===== config.mk =====
export PLATFORM = sky130hd
export DESIGN_NAME = can_accept_filter
export DESIGN_NICKNAME = d
export VERILOG_FILES = /design/src/logic/can_filt_pkg.sv /design/src/logic/filt_mem_if.sv /design/src/logic/can_accept_filter.sv /design/src/logic/filt_id_store.sv /design/src/logic/filt_match.sv
export SDC_FILE = /design/constraint.sdc
export NUM_CORES = 1
export LEC_CHECK = 0
export BUFFER_PORTS_ARGS = -buffer_cell sky130_fd_sc_hd__buf_2
export CAP_MARGIN = 10
export CORE_MARGIN = 2
export CORE_UTILIZATION = 45
export CTS_CLUSTER_DIAMETER = 50
export DETAILED_ROUTE_END_ITERATION = 16
export MAX_ROUTING_LAYER = met4
export PLACE_DENSITY = 0.59
export SETUP_SLACK_MARGIN = 0.3
export SLEW_MARGIN = 20
export SYNTH_ARGS = -nofsm -noshare
export SYNTH_HDL_FRONTEND = slang
export SYNTH_SLANG_ARGS = --single-unit

===== constraint.sdc =====
create_clock -name clk_i -period 9.7 [get_ports clk_i]
set_input_delay 0.97 -clock clk_i [delete_from_list [all_inputs] [get_ports clk_i]]
set_output_delay 0.97 -clock clk_i [all_outputs]
set_load 0.02 [all_outputs]

===== src/logic/can_filt_pkg.sv =====
// Constants shared by the acceptance filter block and its helpers.
// Assumes a 32-bit classic Wishbone slave port with byte addressing.
package can_filt_pkg;
   // ----------------------------------------------------------------
   // Geometry
   // ----------------------------------------------------------------
   localparam int NUM_FILTERS = 16;
   localparam int NUM_SEL_FILTERS = 8;
   localparam int ID_W = 16;
   localparam int FIDX_W = 4;
   localparam int SEL_W = 2;
   // ----------------------------------------------------------------
   // Register byte offsets
   // ----------------------------------------------------------------
   localparam logic [7:0] FILT_BASE_OFF = 8'h00; // 16 words, one per filter
   localparam logic [7:0] FILT_LAST_OFF = 8'h3c;
   localparam logic [7:0] MSEL_OFF = 8'h40;
   localparam logic [7:0] MASK0_OFF = 8'h44;
   localparam logic [7:0] MASK1_OFF = 8'h48;
   localparam logic [7:0] MASK2_OFF = 8'h4c;
   localparam logic [7:0] OVF_OFF = 8'h50;
   localparam logic [7:0] FEN_OFF = 8'h54;
   localparam logic [7:0] ISTAT_OFF = 8'h58;
   localparam logic [7:0] IMASK_OFF = 8'h5c;
   localparam logic [7:0] RESULT_OFF = 8'h60;
   // ----------------------------------------------------------------
   // Reset values and encodings
   // ----------------------------------------------------------------
   localparam logic [15:0] MSEL_RST = 16'h0000;
   localparam logic [15:0] MASK_RST = 16'h0000;
   localparam logic [15:0] OVF_RST = 16'h0000;
   localparam logic [15:0] FEN_RST = 16'h0000;
   localparam logic [2:0] IRQ_RST = 3'h0;
   localparam logic [1:0] MSRC_SET0 = 2'h0;
   localparam logic [1:0] MSRC_SET1 = 2'h1;
   localparam logic [1:0] MSRC_SET2 = 2'h2;
   localparam logic [1:0] MSRC_RSVD = 2'h3;
   // Interrupt status bit positions
   localparam int IRQ_HIT_BIT = 0;
   localparam int IRQ_MISS_BIT = 1;
   localparam int IRQ_OVF_BIT = 2;
   // Scan counter end value: one pipeline slot per filter plus one
   localparam logic [4:0] SCAN_END = 5'h10;
endpackage : can_filt_pkg


===== src/logic/filt_mem_if.sv =====
// Port bundle between the controller and the filter identifier store.
// Assumes both ends run on the same clock.
`timescale 1ns/100ps
`default_nettype none
interface filt_mem_if;
   logic we;
   logic [1:0] wbe;
   logic [3:0] waddr;
   logic [15:0] wdata;
   logic [3:0] raddr;
   logic [15:0] rdata;
   modport ctrl (output we, output wbe, output waddr, output wdata, output raddr,
                 input rdata);
   modport store (input we, input wbe, input waddr, input wdata, input raddr,
                  output rdata);
endinterface : filt_mem_if
`default_nettype wire


===== src/logic/can_accept_filter.sv =====
// Acceptance filter configuration and match engine with Wishbone registers.
// Assumes the protocol engine and the bus master share clk_i.
//
// Our own choices: the Wishbone slave port and the register addresses.
`timescale 1ns/100ps
`default_nettype none
module can_accept_filter
   import can_filt_pkg::*;
(
   input wire logic clk_i,
   input wire logic rst_i,
   // Wishbone slave
   input wire logic wb_cyc_i,
   input wire logic wb_stb_i,
   input wire logic wb_we_i,
   input wire logic [7:0] wb_adr_i,
   input wire logic [3:0] wb_sel_i,
   input wire logic [31:0] wb_dat_i,
   output logic [31:0] wb_dat_o,
   output logic wb_ack_o,
   // Received frames from the protocol engine
   input wire logic frame_valid_i,
   input wire logic [ID_W-1:0] frame_eid_i,
   input wire logic [FIDX_W-1:0] frame_buf_i,
   input wire logic [NUM_FILTERS-1:0] buf_full_i,
   output logic frame_ready_o,
   // Match result
   output logic hit_valid_o,
   output logic hit_o,
   output logic [FIDX_W-1:0] hit_filter_o,
   output logic irq_o
);
   // ----------------------------------------------------------------
   // Declarations
   // ----------------------------------------------------------------
   typedef enum logic [2:0] {
      ST_IDLE = 3'b001,
      ST_SCAN = 3'b010,
      ST_DONE = 3'b100
   } scan_state_e;

   scan_state_e state_reg, state_next;
   logic [4:0] cnt_reg;
   logic [ID_W-1:0] eid_reg;
   logic [FIDX_W-1:0] buf_reg;
   logic found_reg;
   logic [FIDX_W-1:0] found_idx_reg;
   logic ready_reg;
   logic hit_valid_reg, hit_reg;
   logic [FIDX_W-1:0] hit_filter_reg;

   logic pend_reg, ack_reg;
   logic [31:0] dat_reg;
   logic [15:0] msel_reg;
   logic [ID_W-1:0] mask0_reg, mask1_reg, mask2_reg;
   logic [15:0] ovf_reg, ovf_next;
   logic [15:0] fen_reg;
   logic [2:0] istat_reg, istat_next;
   logic [2:0] imask_reg;
   logic irq_reg;

   // Port bundle to the identifier store
   filt_mem_if mem ();

   // ----------------------------------------------------------------
   // Bus decode
   // ----------------------------------------------------------------
   wire frame_take = frame_valid_i && ready_reg;
   wire scan_busy = (state_reg != ST_IDLE);
   // Frames win a tie so the store is never shared mid-scan
   wire bus_start = wb_cyc_i && wb_stb_i && !pend_reg && !ack_reg && !scan_busy
                    && !frame_take;
   // Access in flight, one cycle after it was taken
   wire bus_wr = pend_reg && wb_we_i;
   wire bus_rd = pend_reg && !wb_we_i;
   wire [15:0] lane_mask = {{8{wb_sel_i[1]}}, {8{wb_sel_i[0]}}};
   wire [15:0] wr_lo = wb_dat_i[15:0];
   // Register select from the byte address
   wire hit_filt = (wb_adr_i <= FILT_LAST_OFF);
   wire hit_msel = (wb_adr_i == MSEL_OFF);
   wire hit_m0 = (wb_adr_i == MASK0_OFF);
   wire hit_m1 = (wb_adr_i == MASK1_OFF);
   wire hit_m2 = (wb_adr_i == MASK2_OFF);
   wire hit_ovf = (wb_adr_i == OVF_OFF);
   wire hit_fen = (wb_adr_i == FEN_OFF);
   wire hit_ist = (wb_adr_i == ISTAT_OFF);
   wire hit_imk = (wb_adr_i == IMASK_OFF);
   wire hit_res = (wb_adr_i == RESULT_OFF);

   // Store port: scan owns the read address while busy
   assign mem.we = bus_wr && hit_filt;
   assign mem.wbe = wb_sel_i[1:0];
   assign mem.waddr = wb_adr_i[5:2];
   assign mem.wdata = wr_lo;
   assign mem.raddr = scan_busy ? cnt_reg[3:0] : wb_adr_i[5:2];

   filt_id_store u_store (
      .clk_i (clk_i),
      .mem (mem)
   );

   // ----------------------------------------------------------------
   // Match engine
   // ----------------------------------------------------------------
   // Filter under test is the one addressed in the previous cycle
   wire [FIDX_W-1:0] cmp_idx = 4'(cnt_reg - 5'h01);
   wire cmp_valid = (state_reg == ST_SCAN) && (cnt_reg != 5'h00);
   wire [SEL_W-1:0] cmp_src = (cmp_idx < 4'(NUM_SEL_FILTERS)) ?
                              msel_reg[{cmp_idx[2:0], 1'b0} +: SEL_W] : MSRC_SET0;
   wire cmp_match;
   wire ovf_event = (state_reg == ST_DONE) && found_reg && buf_full_i[buf_reg];

   filt_match u_match (
      .eid_i (eid_reg),
      .filt_i (mem.rdata),
      .mask0_i (mask0_reg),
      .mask1_i (mask1_reg),
      .mask2_i (mask2_reg),
      .src_i (cmp_src),
      .enable_i (fen_reg[cmp_idx]),
      .match_o (cmp_match)
   );

   // Next scan state
   always_comb begin
      state_next = state_reg;
      case (state_reg)
         ST_IDLE: begin
            if (frame_take) begin
               state_next = ST_SCAN;
            end
         end
         ST_SCAN: begin
            if (cnt_reg == SCAN_END) begin
               state_next = ST_DONE;
            end
         end
         ST_DONE: begin
            state_next = ST_IDLE;
         end
         default: begin
            state_next = ST_IDLE;
         end
      endcase
   end

   // Scan sequencing and frame capture
   always_ff @(posedge clk_i) begin
      if (rst_i) begin
         state_reg <= ST_IDLE;
         cnt_reg <= 5'h00;
         eid_reg <= '0;
         buf_reg <= '0;
      end else begin
         state_reg <= state_next;
         cnt_reg <= (state_reg == ST_SCAN) ? cnt_reg + 5'h01 : 5'h00;
         if (frame_take) begin
            eid_reg <= frame_eid_i;
            buf_reg <= frame_buf_i;
         end
      end
   end

   // Lowest-numbered matching filter wins
   always_ff @(posedge clk_i) begin
      if (rst_i || frame_take) begin
         found_reg <= 1'b0;
         found_idx_reg <= '0;
      end else if (cmp_valid && cmp_match && !found_reg) begin
         found_reg <= 1'b1;
         found_idx_reg <= cmp_idx;
      end
   end

   // Result outputs and frame handshake
   always_ff @(posedge clk_i) begin
      if (rst_i) begin
         ready_reg <= 1'b0;
         hit_valid_reg <= 1'b0;
         hit_reg <= 1'b0;
         hit_filter_reg <= '0;
      end else begin
         ready_reg <= (state_next == ST_IDLE) && !bus_start;
         hit_valid_reg <= (state_reg == ST_DONE);
         if (state_reg == ST_DONE) begin
            hit_reg <= found_reg;
            hit_filter_reg <= found_idx_reg;
         end
      end
   end

   // ----------------------------------------------------------------
   // Registers
   // ----------------------------------------------------------------
   // Hardware set wins over a software clear in the same cycle
   always_comb begin
      ovf_next = ovf_reg;
      if (bus_wr && hit_ovf) begin
         ovf_next = ovf_reg & ~(~wr_lo & lane_mask);
      end
      if (ovf_event) begin
         ovf_next[buf_reg] = 1'b1;
      end
   end

   // Sticky events, cleared by reading the status word
   always_comb begin
      istat_next = istat_reg;
      if (bus_rd && hit_ist) begin
         istat_next = 3'h0;
      end
      if (state_reg == ST_DONE) begin
         istat_next[IRQ_HIT_BIT] = istat_next[IRQ_HIT_BIT] | found_reg;
         istat_next[IRQ_MISS_BIT] = istat_next[IRQ_MISS_BIT] | !found_reg;
      end
      if (ovf_event) begin
         istat_next[IRQ_OVF_BIT] = 1'b1;
      end
   end

   // Configuration writes honour byte lanes
   always_ff @(posedge clk_i) begin
      if (rst_i) begin
         msel_reg <= MSEL_RST;
         mask0_reg <= MASK_RST;
         mask1_reg <= MASK_RST;
         mask2_reg <= MASK_RST;
         fen_reg <= FEN_RST;
         imask_reg <= IRQ_RST;
      end else if (bus_wr) begin
         if (hit_msel) msel_reg <= (msel_reg & ~lane_mask) | (wr_lo & lane_mask);
         if (hit_m0) mask0_reg <= (mask0_reg & ~lane_mask) | (wr_lo & lane_mask);
         if (hit_m1) mask1_reg <= (mask1_reg & ~lane_mask) | (wr_lo & lane_mask);
         if (hit_m2) mask2_reg <= (mask2_reg & ~lane_mask) | (wr_lo & lane_mask);
         if (hit_fen) fen_reg <= (fen_reg & ~lane_mask) | (wr_lo & lane_mask);
         if (hit_imk && wb_sel_i[0]) imask_reg <= wb_dat_i[2:0];
      end
   end

   // Status, flags and interrupt line
   always_ff @(posedge clk_i) begin
      if (rst_i) begin
         ovf_reg <= OVF_RST;
         istat_reg <= IRQ_RST;
         irq_reg <= 1'b0;
      end else begin
         ovf_reg <= ovf_next;
         istat_reg <= istat_next;
         irq_reg <= |(istat_next & imask_reg);
      end
   end

   // ----------------------------------------------------------------
   // Bus answer: request taken, then ack with data two edges later
   // ----------------------------------------------------------------
   // Read selection for the addressed register
   wire [31:0] rd_mux =
      hit_filt ? {16'h0000, mem.rdata} :
      hit_msel ? {16'h0000, msel_reg} :
      hit_m0 ? {16'h0000, mask0_reg} :
      hit_m1 ? {16'h0000, mask1_reg} :
      hit_m2 ? {16'h0000, mask2_reg} :
      hit_ovf ? {16'h0000, ovf_reg} :
      hit_fen ? {16'h0000, fen_reg} :
      hit_ist ? {29'h00000000, istat_reg} :
      hit_imk ? {29'h00000000, imask_reg} :
      hit_res ? {26'h0000000, scan_busy, hit_reg, hit_filter_reg} :
      32'h00000000; // Unmapped reads as zero

   // Ack and read data two cycles after the request is taken
   always_ff @(posedge clk_i) begin
      if (rst_i) begin
         pend_reg <= 1'b0;
         ack_reg <= 1'b0;
         dat_reg <= 32'h00000000;
      end else begin
         pend_reg <= bus_start;
         ack_reg <= pend_reg;
         dat_reg <= bus_rd ? rd_mux : 32'h00000000;
      end
   end

   // ----------------------------------------------------------------
   // Outputs
   // ----------------------------------------------------------------
   // Registered values straight to the ports
   assign wb_dat_o = dat_reg;
   assign wb_ack_o = ack_reg;
   assign frame_ready_o = ready_reg;
   assign hit_valid_o = hit_valid_reg;
   assign hit_o = hit_reg;
   assign hit_filter_o = hit_filter_reg;
   assign irq_o = irq_reg;
endmodule : can_accept_filter
`default_nettype wire


===== src/logic/filt_id_store.sv =====
// Sixteen-word store of filter identifier match bits.
// Assumes one write and one registered read port on clk_i.
`timescale 1ns/100ps
`default_nettype none
module filt_id_store
   import can_filt_pkg::*;
(
   input wire logic clk_i,
   filt_mem_if.store mem
);
   logic [ID_W-1:0] rdata;

   // One memory per byte lane, so each lane has a single writer
   for (genvar b = 0; b < 2; b++) begin : g_lane
      logic [7:0] words [NUM_FILTERS];
      logic [7:0] rd_reg;
      // Lane write and registered read, contents undefined until written
      always_ff @(posedge clk_i) begin
         if (mem.we && mem.wbe[b]) begin
            words[mem.waddr] <= mem.wdata[b*8 +: 8];
         end
         rd_reg <= words[mem.raddr];
      end
      assign rdata[b*8 +: 8] = rd_reg;
   end
   assign mem.rdata = rdata;
endmodule : filt_id_store
`default_nettype wire


===== src/logic/filt_match.sv =====
// Compares one received extended identifier against one filter.
// Assumes the caller supplies the three mask sets and the filter's source code.
`timescale 1ns/100ps
`default_nettype none
module filt_match
   import can_filt_pkg::*;
(
   input wire logic [ID_W-1:0] eid_i,
   input wire logic [ID_W-1:0] filt_i,
   input wire logic [ID_W-1:0] mask0_i,
   input wire logic [ID_W-1:0] mask1_i,
   input wire logic [ID_W-1:0] mask2_i,
   input wire logic [SEL_W-1:0] src_i,
   input wire logic enable_i,
   output logic match_o
);
   logic [ID_W-1:0] mask;
   logic src_ok;
   logic [ID_W-1:0] diff;

   // Mask set selection, reserved code disables the filter
   assign mask = (src_i == MSRC_SET2) ? mask2_i :
                 (src_i == MSRC_SET1) ? mask1_i : mask0_i;
   assign src_ok = (src_i != MSRC_RSVD);
   // Set match bit needs a one, cleared bit needs a zero
   assign diff = eid_i ^ filt_i;
   // Only mask-enabled positions take part
   assign match_o = enable_i && src_ok && ((diff & mask) == '0);
endmodule : filt_match
`default_nettype wire


==> results of run 1 <==
[kinds of logic (layout without fill, tap and decap cells)]
kind of cell,after synthesis,in the layout,synth area share (%)
AOI/OAI and AO/OA,290,290,10.55
xor gates and xnor gates,21,21,1.120
adders and majority gates,3,3,0.2114
buffers and inverters,102,212,2.734
DFF,433,433,63.24
muxes,92,92,10.57
other,1,16,0.02112
and+or+nand+nor,460,460,11.56
[layer usage]
layer	vias up	wire length [µm]	track usage, %
met5	-	0	-
met4	0	1702	8.603
met3	103	4574	5.377
met2	595	21300	35.79
met1	5977	20590	33.43
li1	5471	-	-
[layout make-up]
cell class	instances	area, µm²
sequential	433	11230
clock inverter	22	292.8
multi-input combinational	882	6183
tap	518	648.1
clock buffer	65	1345
timing repair buffer	117	650.6
fill	3313	18450
inverter	8	30.03
[cells in the mapped netlist (all sizes together), types with 2 or more instances]
cell / number / area share, %
a2111oi: 4 / 0.34
a211oi: 16 / 0.68
a21oi: 133 / 3.7
a221oi: 7 / 0.35
a222oi: 16 / 0.90
a22o: 8 / 0.39
a22oi: 36 / 1.5
a311oi: 2 / 0.099
a31oi: 28 / 0.99
a41oi: 6 / 0.30
and2: 19 / 0.67
and3: 7 / 0.25
and3b: 2 / 0.099
and4: 2 / 0.11
buf: 32 / 1.3
clkbuf: 62 / 1.3
dfxtp: 177 / 20
edfxtp: 256 / 43
ha: 3 / 0.21
inv: 8 / 0.17
mux2i: 15 / 0.87
mux4: 76 / 9.6
nand2: 257 / 5.4
nand2b: 6 / 0.21
nand3: 51 / 1.4
nand3b: 4 / 0.17
nand4: 10 / 0.35
nor2: 61 / 1.3
nor2b: 6 / 0.21
nor3: 19 / 0.54
nor3b: 2 / 0.085
nor4: 4 / 0.18
o211a: 2 / 0.11
o21ai: 21 / 0.59
or3: 2 / 0.070
or3b: 3 / 0.15
xnor2: 2 / 0.14
xor2: 19 / 0.98
[how the worst max path moves through the flow]
stage / startpoint / end / slack, ps / cells past startpoint
6_report: state_reg[1] / u_store.g_lane[1].rd_reg[0] / 5760 / 9
3_5_place_dp: wb_adr_i[2] / u_store.g_lane[1].rd_reg[0] / 5560 / 8
5_1_grt: state_reg[1] / u_store.g_lane[1].rd_reg[0] / 5490 / 9
3_3_place_gp: wb_adr_i[2] / u_store.g_lane[1].rd_reg[0] / 5570 / 8
4_1_cts: state_reg[1] / u_store.g_lane[1].rd_reg[0] / 5690 / 9
2_1_floorplan: wb_adr_i[3] / u_store.g_lane[0].words[12][0] / 6280 / 6
[power by group]
| group | switching [mW] | internal (mW) |
|---|---|---|
| sequential | 0.0242 | 1.96 |
| clock | 0.738 | 1.14 |
| combinational | 0.156 | 0.0844 |
| total | 0.918 | 3.18 |
[worst reg2reg max path, delay by kind of cell (launching register included)]
| family | cells | cell delay [ps] |
|---|---|---|
| buffers and inverters | 2 | 1260 |
| and+or+nand+nor | 3 | 800 |
| muxes | 2 | 900 |
| AOI/OAI and AO/OA | 2 | 510 |
| DFF | 1 | 330 |
[per-stage QoR]
step	worst slack, ps	instance area [µm²]	hold slack [ps]	total power [mW]
after CTS	5690	20370	462.2	4.130
final	5762	20380	456.6	4.098
after detailed placement	5556	18730	453.3	2.263
after global placement	5574	18730	450.6	2.261
after global routing	5495	20380	494.2	4.222
after floorplan	6282	17810	431.6	2.163
==> reports/metrics.csv, run 1 <==
metric,value,unit
Fmax,254.0,MHz
status,finished clean,
RSZ-0062 raised after global routing,no,
most common cell type on the critical path,sky130_fd_sc_hd__buf_4,
family with the most delay on the worst path,buffers and inverters,
worst min path class,register to register,
Crit path arrival time,4340,ps
worst vdd ir,0.0001372,V
DRC viols,0,
Setup Skew,21.52,ps
required time at the worst-slack endpoint,10110,ps
most frequent standard cell in the layout excluding fill and tap cells,sky130_fd_sc_hd__nand2_1,
Post-Route Utilization,52.49,%
count of warnings emitted by yosys,0,
number of max-cap violations,0,
total wire length,48160,µm
clock latency on the worst-skew pair,570,ps
startpoint of the tightest hold check path,found_idx_reg[2],
Post-synth EDFFs,256,
share of flip-flops with an asynchronous set or reset,0,%
fraction of layout cells with a size suffix above 1,19.25,%
Final #Nets,1578,
share of the clock period used by the worst path,40.59,%
Die Outline Area,41070,µm²
Sinks on Clock Net,433,
via density per instance,5.939,
buffers inserted by post-CTS timing repair,0,
total of cells resized after clock tree synthesis,0,
global-route wire length before repair,72720,µm
quantity of I/O buffers inserted on ports,92,
most instantiated flip-flop cell in the synthesis netlist,sky130_fd_sc_hd__edfxtp_1,
max-slew violation count,0,
Seq cells post-synth,433,
count of unique library cells instantiated by Yosys,68,
Leak,6.630,nW
core box area,38830,µm²
Post-Syn Instances,1402,
RR Endpoint,u_store.g_lane[1].rd_reg[0],
filler-free cell count of the finished design,2045,
syn_area_per_cell,12.67,µm²
CTS Hold Buffers Added,0,
aggregate global routing overflow,0,
"Hold Vio Cnt, Final",0,
effective utilization at floorplan,45.74,%
worst relative slew slack,30.22,%
portion of the post-synthesis area used by sequential elements,63.24,%
global router's overall resource usage,24.32,%
"critical path, cell by cell",nand2b_1 > nor2_4 > mux2i_4 > buf_4 > buf_4 > mux4_2 > and2_1 > a211oi_1 > a31oi_1,
minimum period implied by the final worst setup slack,3938,ps
antenna violations before repair,0,
type of element capturing the critical path,register,
maximum buffer depth of the clock tree,3,
total placed cells including tap cells,1958,
boundary pin count,127,
Pre-Repair DR Iteration Count,9,
Post-DRT Antenna Nets,0,
type of the worst setup path,register to register,
setup violators final,0,
"Area growth, synth to finish",14.77,%
Detailed Route Iter0 Violations,1224,
Critical Path Start Type,register,
clock buffer count from CTS,47,
diodes inserted,0,
routability congestion estimate,0.9262,
cell at the root of the clock tree,sky130_fd_sc_hd__clkbuf_16,
slowest CP cell,sky130_fd_sc_hd__buf_4,
clock transition at the registers of the reported paths,60,ps
Wirelength per Cell,23.55,µm
transition time at the pin with the least slew margin,1043,ps
Hold EP,hit_filter_o[2],
vias in the first global route,11710,
total number of vias,12150,
CP max stage delay,690,ps
TritonCTS clock tree,done,
Synth Cell Area,17760,µm²
DIE WIDTH,202.7,µm
power per standard cell area,201.1,nW/µm²
H-tree depth,2,
"setup slack, reg-to-reg",5760,ps
hold-critical path depth,2,
total half-perimeter wirelength after legalization and detailed placement,31850,µm
Setup TNS,0,ps
Crit Reg-Reg Startpoint,state_reg[1],
floorplan die height,202.7,µm
largest net degree at the start of global routing,92,
most frequent cells in the layout,"sky130_fd_sc_hd__nand2_1, sky130_fd_sc_hd__edfxtp_1, sky130_fd_sc_hd__dfxtp_1",
Buffers & Inverters on Critical Path,2,
R2R cell count,9,
maximum net fanout on the critical path,35,
count of standard-cell rows,72,
(Power assumes the default switching activity.)
==> run 2: changes to the inputs <==
==> constraint.sdc (replaced) <==
create_clock -name clk_i -period 3.8 [get_ports clk_i]
set_input_delay 0.38 -clock clk_i [delete_from_list [all_inputs] [get_ports clk_i]]
set_output_delay 0.38 -clock clk_i [all_outputs]
set_load 0.02 [all_outputs]
==> run 2 against run 1 <==
  * Design area is 0.13% lower
  * Via count about the same
  * Die area stayed put
  * Largest power group unchanged
  * Utilization is 0.068 points lower
  * Sequential cell count unchanged
  * Maximum frequency up 26%
  * Critical path type unchanged
  * Non-clock buffer count grew 21
  * Cell count increased by 0.88%
  * Sequential power grew to 2.6 times the previous value
  * Highest routed layer unchanged
  * Sequential share of layout area rose by 0.071 points
==> reports/metrics.csv, run 2 (synthesis results as in run 1) <==
metric,value,unit
Design Power,10.04,mW
power per standard cell area,493.1,nW/µm²
Fmax,319.7,MHz
slowest CP cell,sky130_fd_sc_hd__mux4_2,
type of the worst setup path,register to register,
core box area,38830,µm²
Sinks on Clock Net,433,
startpoint of the tightest hold check path,frame_eid_i[13],
worst vdd ir,0.0004294,V
worst min path class,primary input to register,
share of the clock period used by the worst path,82.32,%
required time at the worst-slack endpoint,4270,ps
Pre-Repair DR Iteration Count,6,
status,finished clean,
"setup slack, reg-to-reg",670,ps
Buffers & Inverters on Critical Path,1,
part of the power in combinational logic,6.3,%
cell at the root of the clock tree,sky130_fd_sc_hd__clkbuf_16,
H-tree depth,2,
minimum period implied by the final worst setup slack,3128,ps
CTS Hold Buffers Added,0,
total of cells resized after clock tree synthesis,0,
"Area growth, synth to finish",14.62,%
portion of total power attributed to the clock network,43.3,%
RSZ-0062 raised after global routing,no,
Leak,6.646,nW
most frequent cells in the layout,"sky130_fd_sc_hd__nand2_1, sky130_fd_sc_hd__edfxtp_1, sky130_fd_sc_hd__dfxtp_1",
quantity of I/O buffers inserted on ports,92,
number of max-cap violations,0,
routability congestion estimate,0.9234,
Setup Skew,21.20,ps
FILL cells,3332,
setup violators final,0,
Worst path depth,8,
Die Outline Area,41070,µm²
maximum net fanout on the critical path,6,
Setup TNS,0,ps
total half-perimeter wirelength after legalization and detailed placement,32300,µm
CP max stage delay,580,ps
DRC viols,0,
vias in the first global route,11760,
transition time at the pin with the least slew margin,1158,ps
capture point of the critical path,found_idx_reg[1],
Reg power frac,50.4,%
via density per instance,5.888,
"critical path, cell by cell",inv_1 > ha_1 > mux4_2 > mux4_2 > o211a_1 > o211a_2 > and4_4 > a2111oi_2,
clock buffer count from CTS,45,
floorplan die height,202.7,µm
total wire length,48880,µm
sequential standard cell area,11230,µm²
RR Endpoint,found_idx_reg[1],
buffers inserted by post-CTS timing repair,0,
antenna violations before repair,2,
TritonCTS clock tree,done,
clock latency on the worst-skew pair,590,ps
power spent charging and discharging nets,2.319,mW
family with the most delay on the worst path,multiplexers,
most frequent standard cell in the layout excluding fill and tap cells,sky130_fd_sc_hd__nand2_1,
share of total power consumed by net switching,23.10,%
total number of vias,12150,
Wirelength per Cell,23.69,µm
"Hold Vio Cnt, Final",0,
Final #Nets,1597,
R2R cell count,8,
count of standard-cell rows,72,
area of the multi-input gates,6156,µm²
Post-DRT Antenna Nets,0,
maximum buffer depth of the clock tree,3,
global router's overall resource usage,24.64,%
aggregate global routing overflow,0,
boundary pin count,127,
Crit path arrival time,3590,ps
timing startpoint of the critical path,cnt_reg[1],
effective utilization at floorplan,45.74,%
Detailed Route Iter0 Violations,1363,
most common cell type on the critical path,sky130_fd_sc_hd__mux4_2,
fraction of layout cells with a size suffix above 1,19.24,%
max-slew violation count,0,
type of element capturing the critical path,register,
worst relative slew slack,22.23,%
Critical Path Start Type,register,
clock transition at the registers of the reported paths,60,ps
Crit Reg-Reg Startpoint,cnt_reg[1],
largest net degree at the start of global routing,101,
internal power component,7.718,mW
global-route wire length before repair,73220,µm
DIE WIDTH,202.7,µm
==> run 2: cell types whose count changed in the layout (fill, tap and decap cells not counted), moves of 3 or more <==
cell / previous run / this run
sky130_fd_sc_hd__nor3_2: 5 / 1
sky130_fd_sc_hd__clkbuf_8: 8 / 3
sky130_fd_sc_hd__nor3_1: 14 / 18
sky130_fd_sc_hd__buf_4: 26 / 45
sky130_fd_sc_hd__clkinv_1: 1 / 11
sky130_fd_sc_hd__bufinv_16: 6 / 3
==> run 2: layer usage <==
metal  share of wire [%]  vias up  track usage, %
li1                    -     5517               -
met1                  44     5989           34.71
met2                  45      542           35.76
met3                 7.8       99           4.270
met4                 3.3        0           9.619
met5                   0        -               -
==> run 2: worst register-to-register path: cells and delay by family, from the launching register on <==
family / cells / cell delay [ps]
multiplexers: 2 / 1070
buffers and inverters: 1 / 110
AO/OA/AOI/OAI: 3 / 680
AND/OR/NAND/NOR: 1 / 240
flip-flops: 1 / 540
adder cells (fa/ha/maj): 1 / 390
==> run 2: worst min-delay path by stage <==
stage                     cells past startpoint  slack [ps]              end
after floorplan                               2         430  hit_filter_o[3]
after global placement                        2         450  hit_filter_o[2]
after detailed placement                      2         460  hit_filter_o[2]
after CTS                                     3           8      eid_reg[10]
after global routing                          3          30      eid_reg[15]
final                                         3          30      eid_reg[13]
==> run 2: metrics by stage <==
stage	utilization [%]	cell area (µm²)	worst slack [ps]	cells	hold slack (ps)
final	52.42	20350	671.9	2063	27.37
after global routing	52.42	20350	579.1	2063	32.15
after CTS	52.42	20350	683.7	2062	8.216
after detailed placement	48.67	18900	706.8	1979	455.3
after global placement	48.67	18900	814.1	1979	451.0
after floorplan	-	17810	750.2	1417	431.6
==> run 2: power by group through the flow <==
stage	Clock, mW	Sequential, mW	Combinational, mW
after global routing	4.60	5.06	0.672
after global placement	0	5.16	0.624
after CTS	4.42	5.06	0.629
after floorplan	0	5.13	0.388
after detailed placement	0	5.16	0.627
final	4.35	5.06	0.629
==> run 2: final cells by class <==
type	instances	share of cell area [%]
Tap cell	518	3.184
Antenna cell	1	0.01229
Clock buffer	56	5.987
Sequential cell	433	55.18
Multi-Input combinational cell	882	30.24
Timing Repair Buffer	138	4.094
Inverter	8	0.1475
Clock inverter	27	1.156
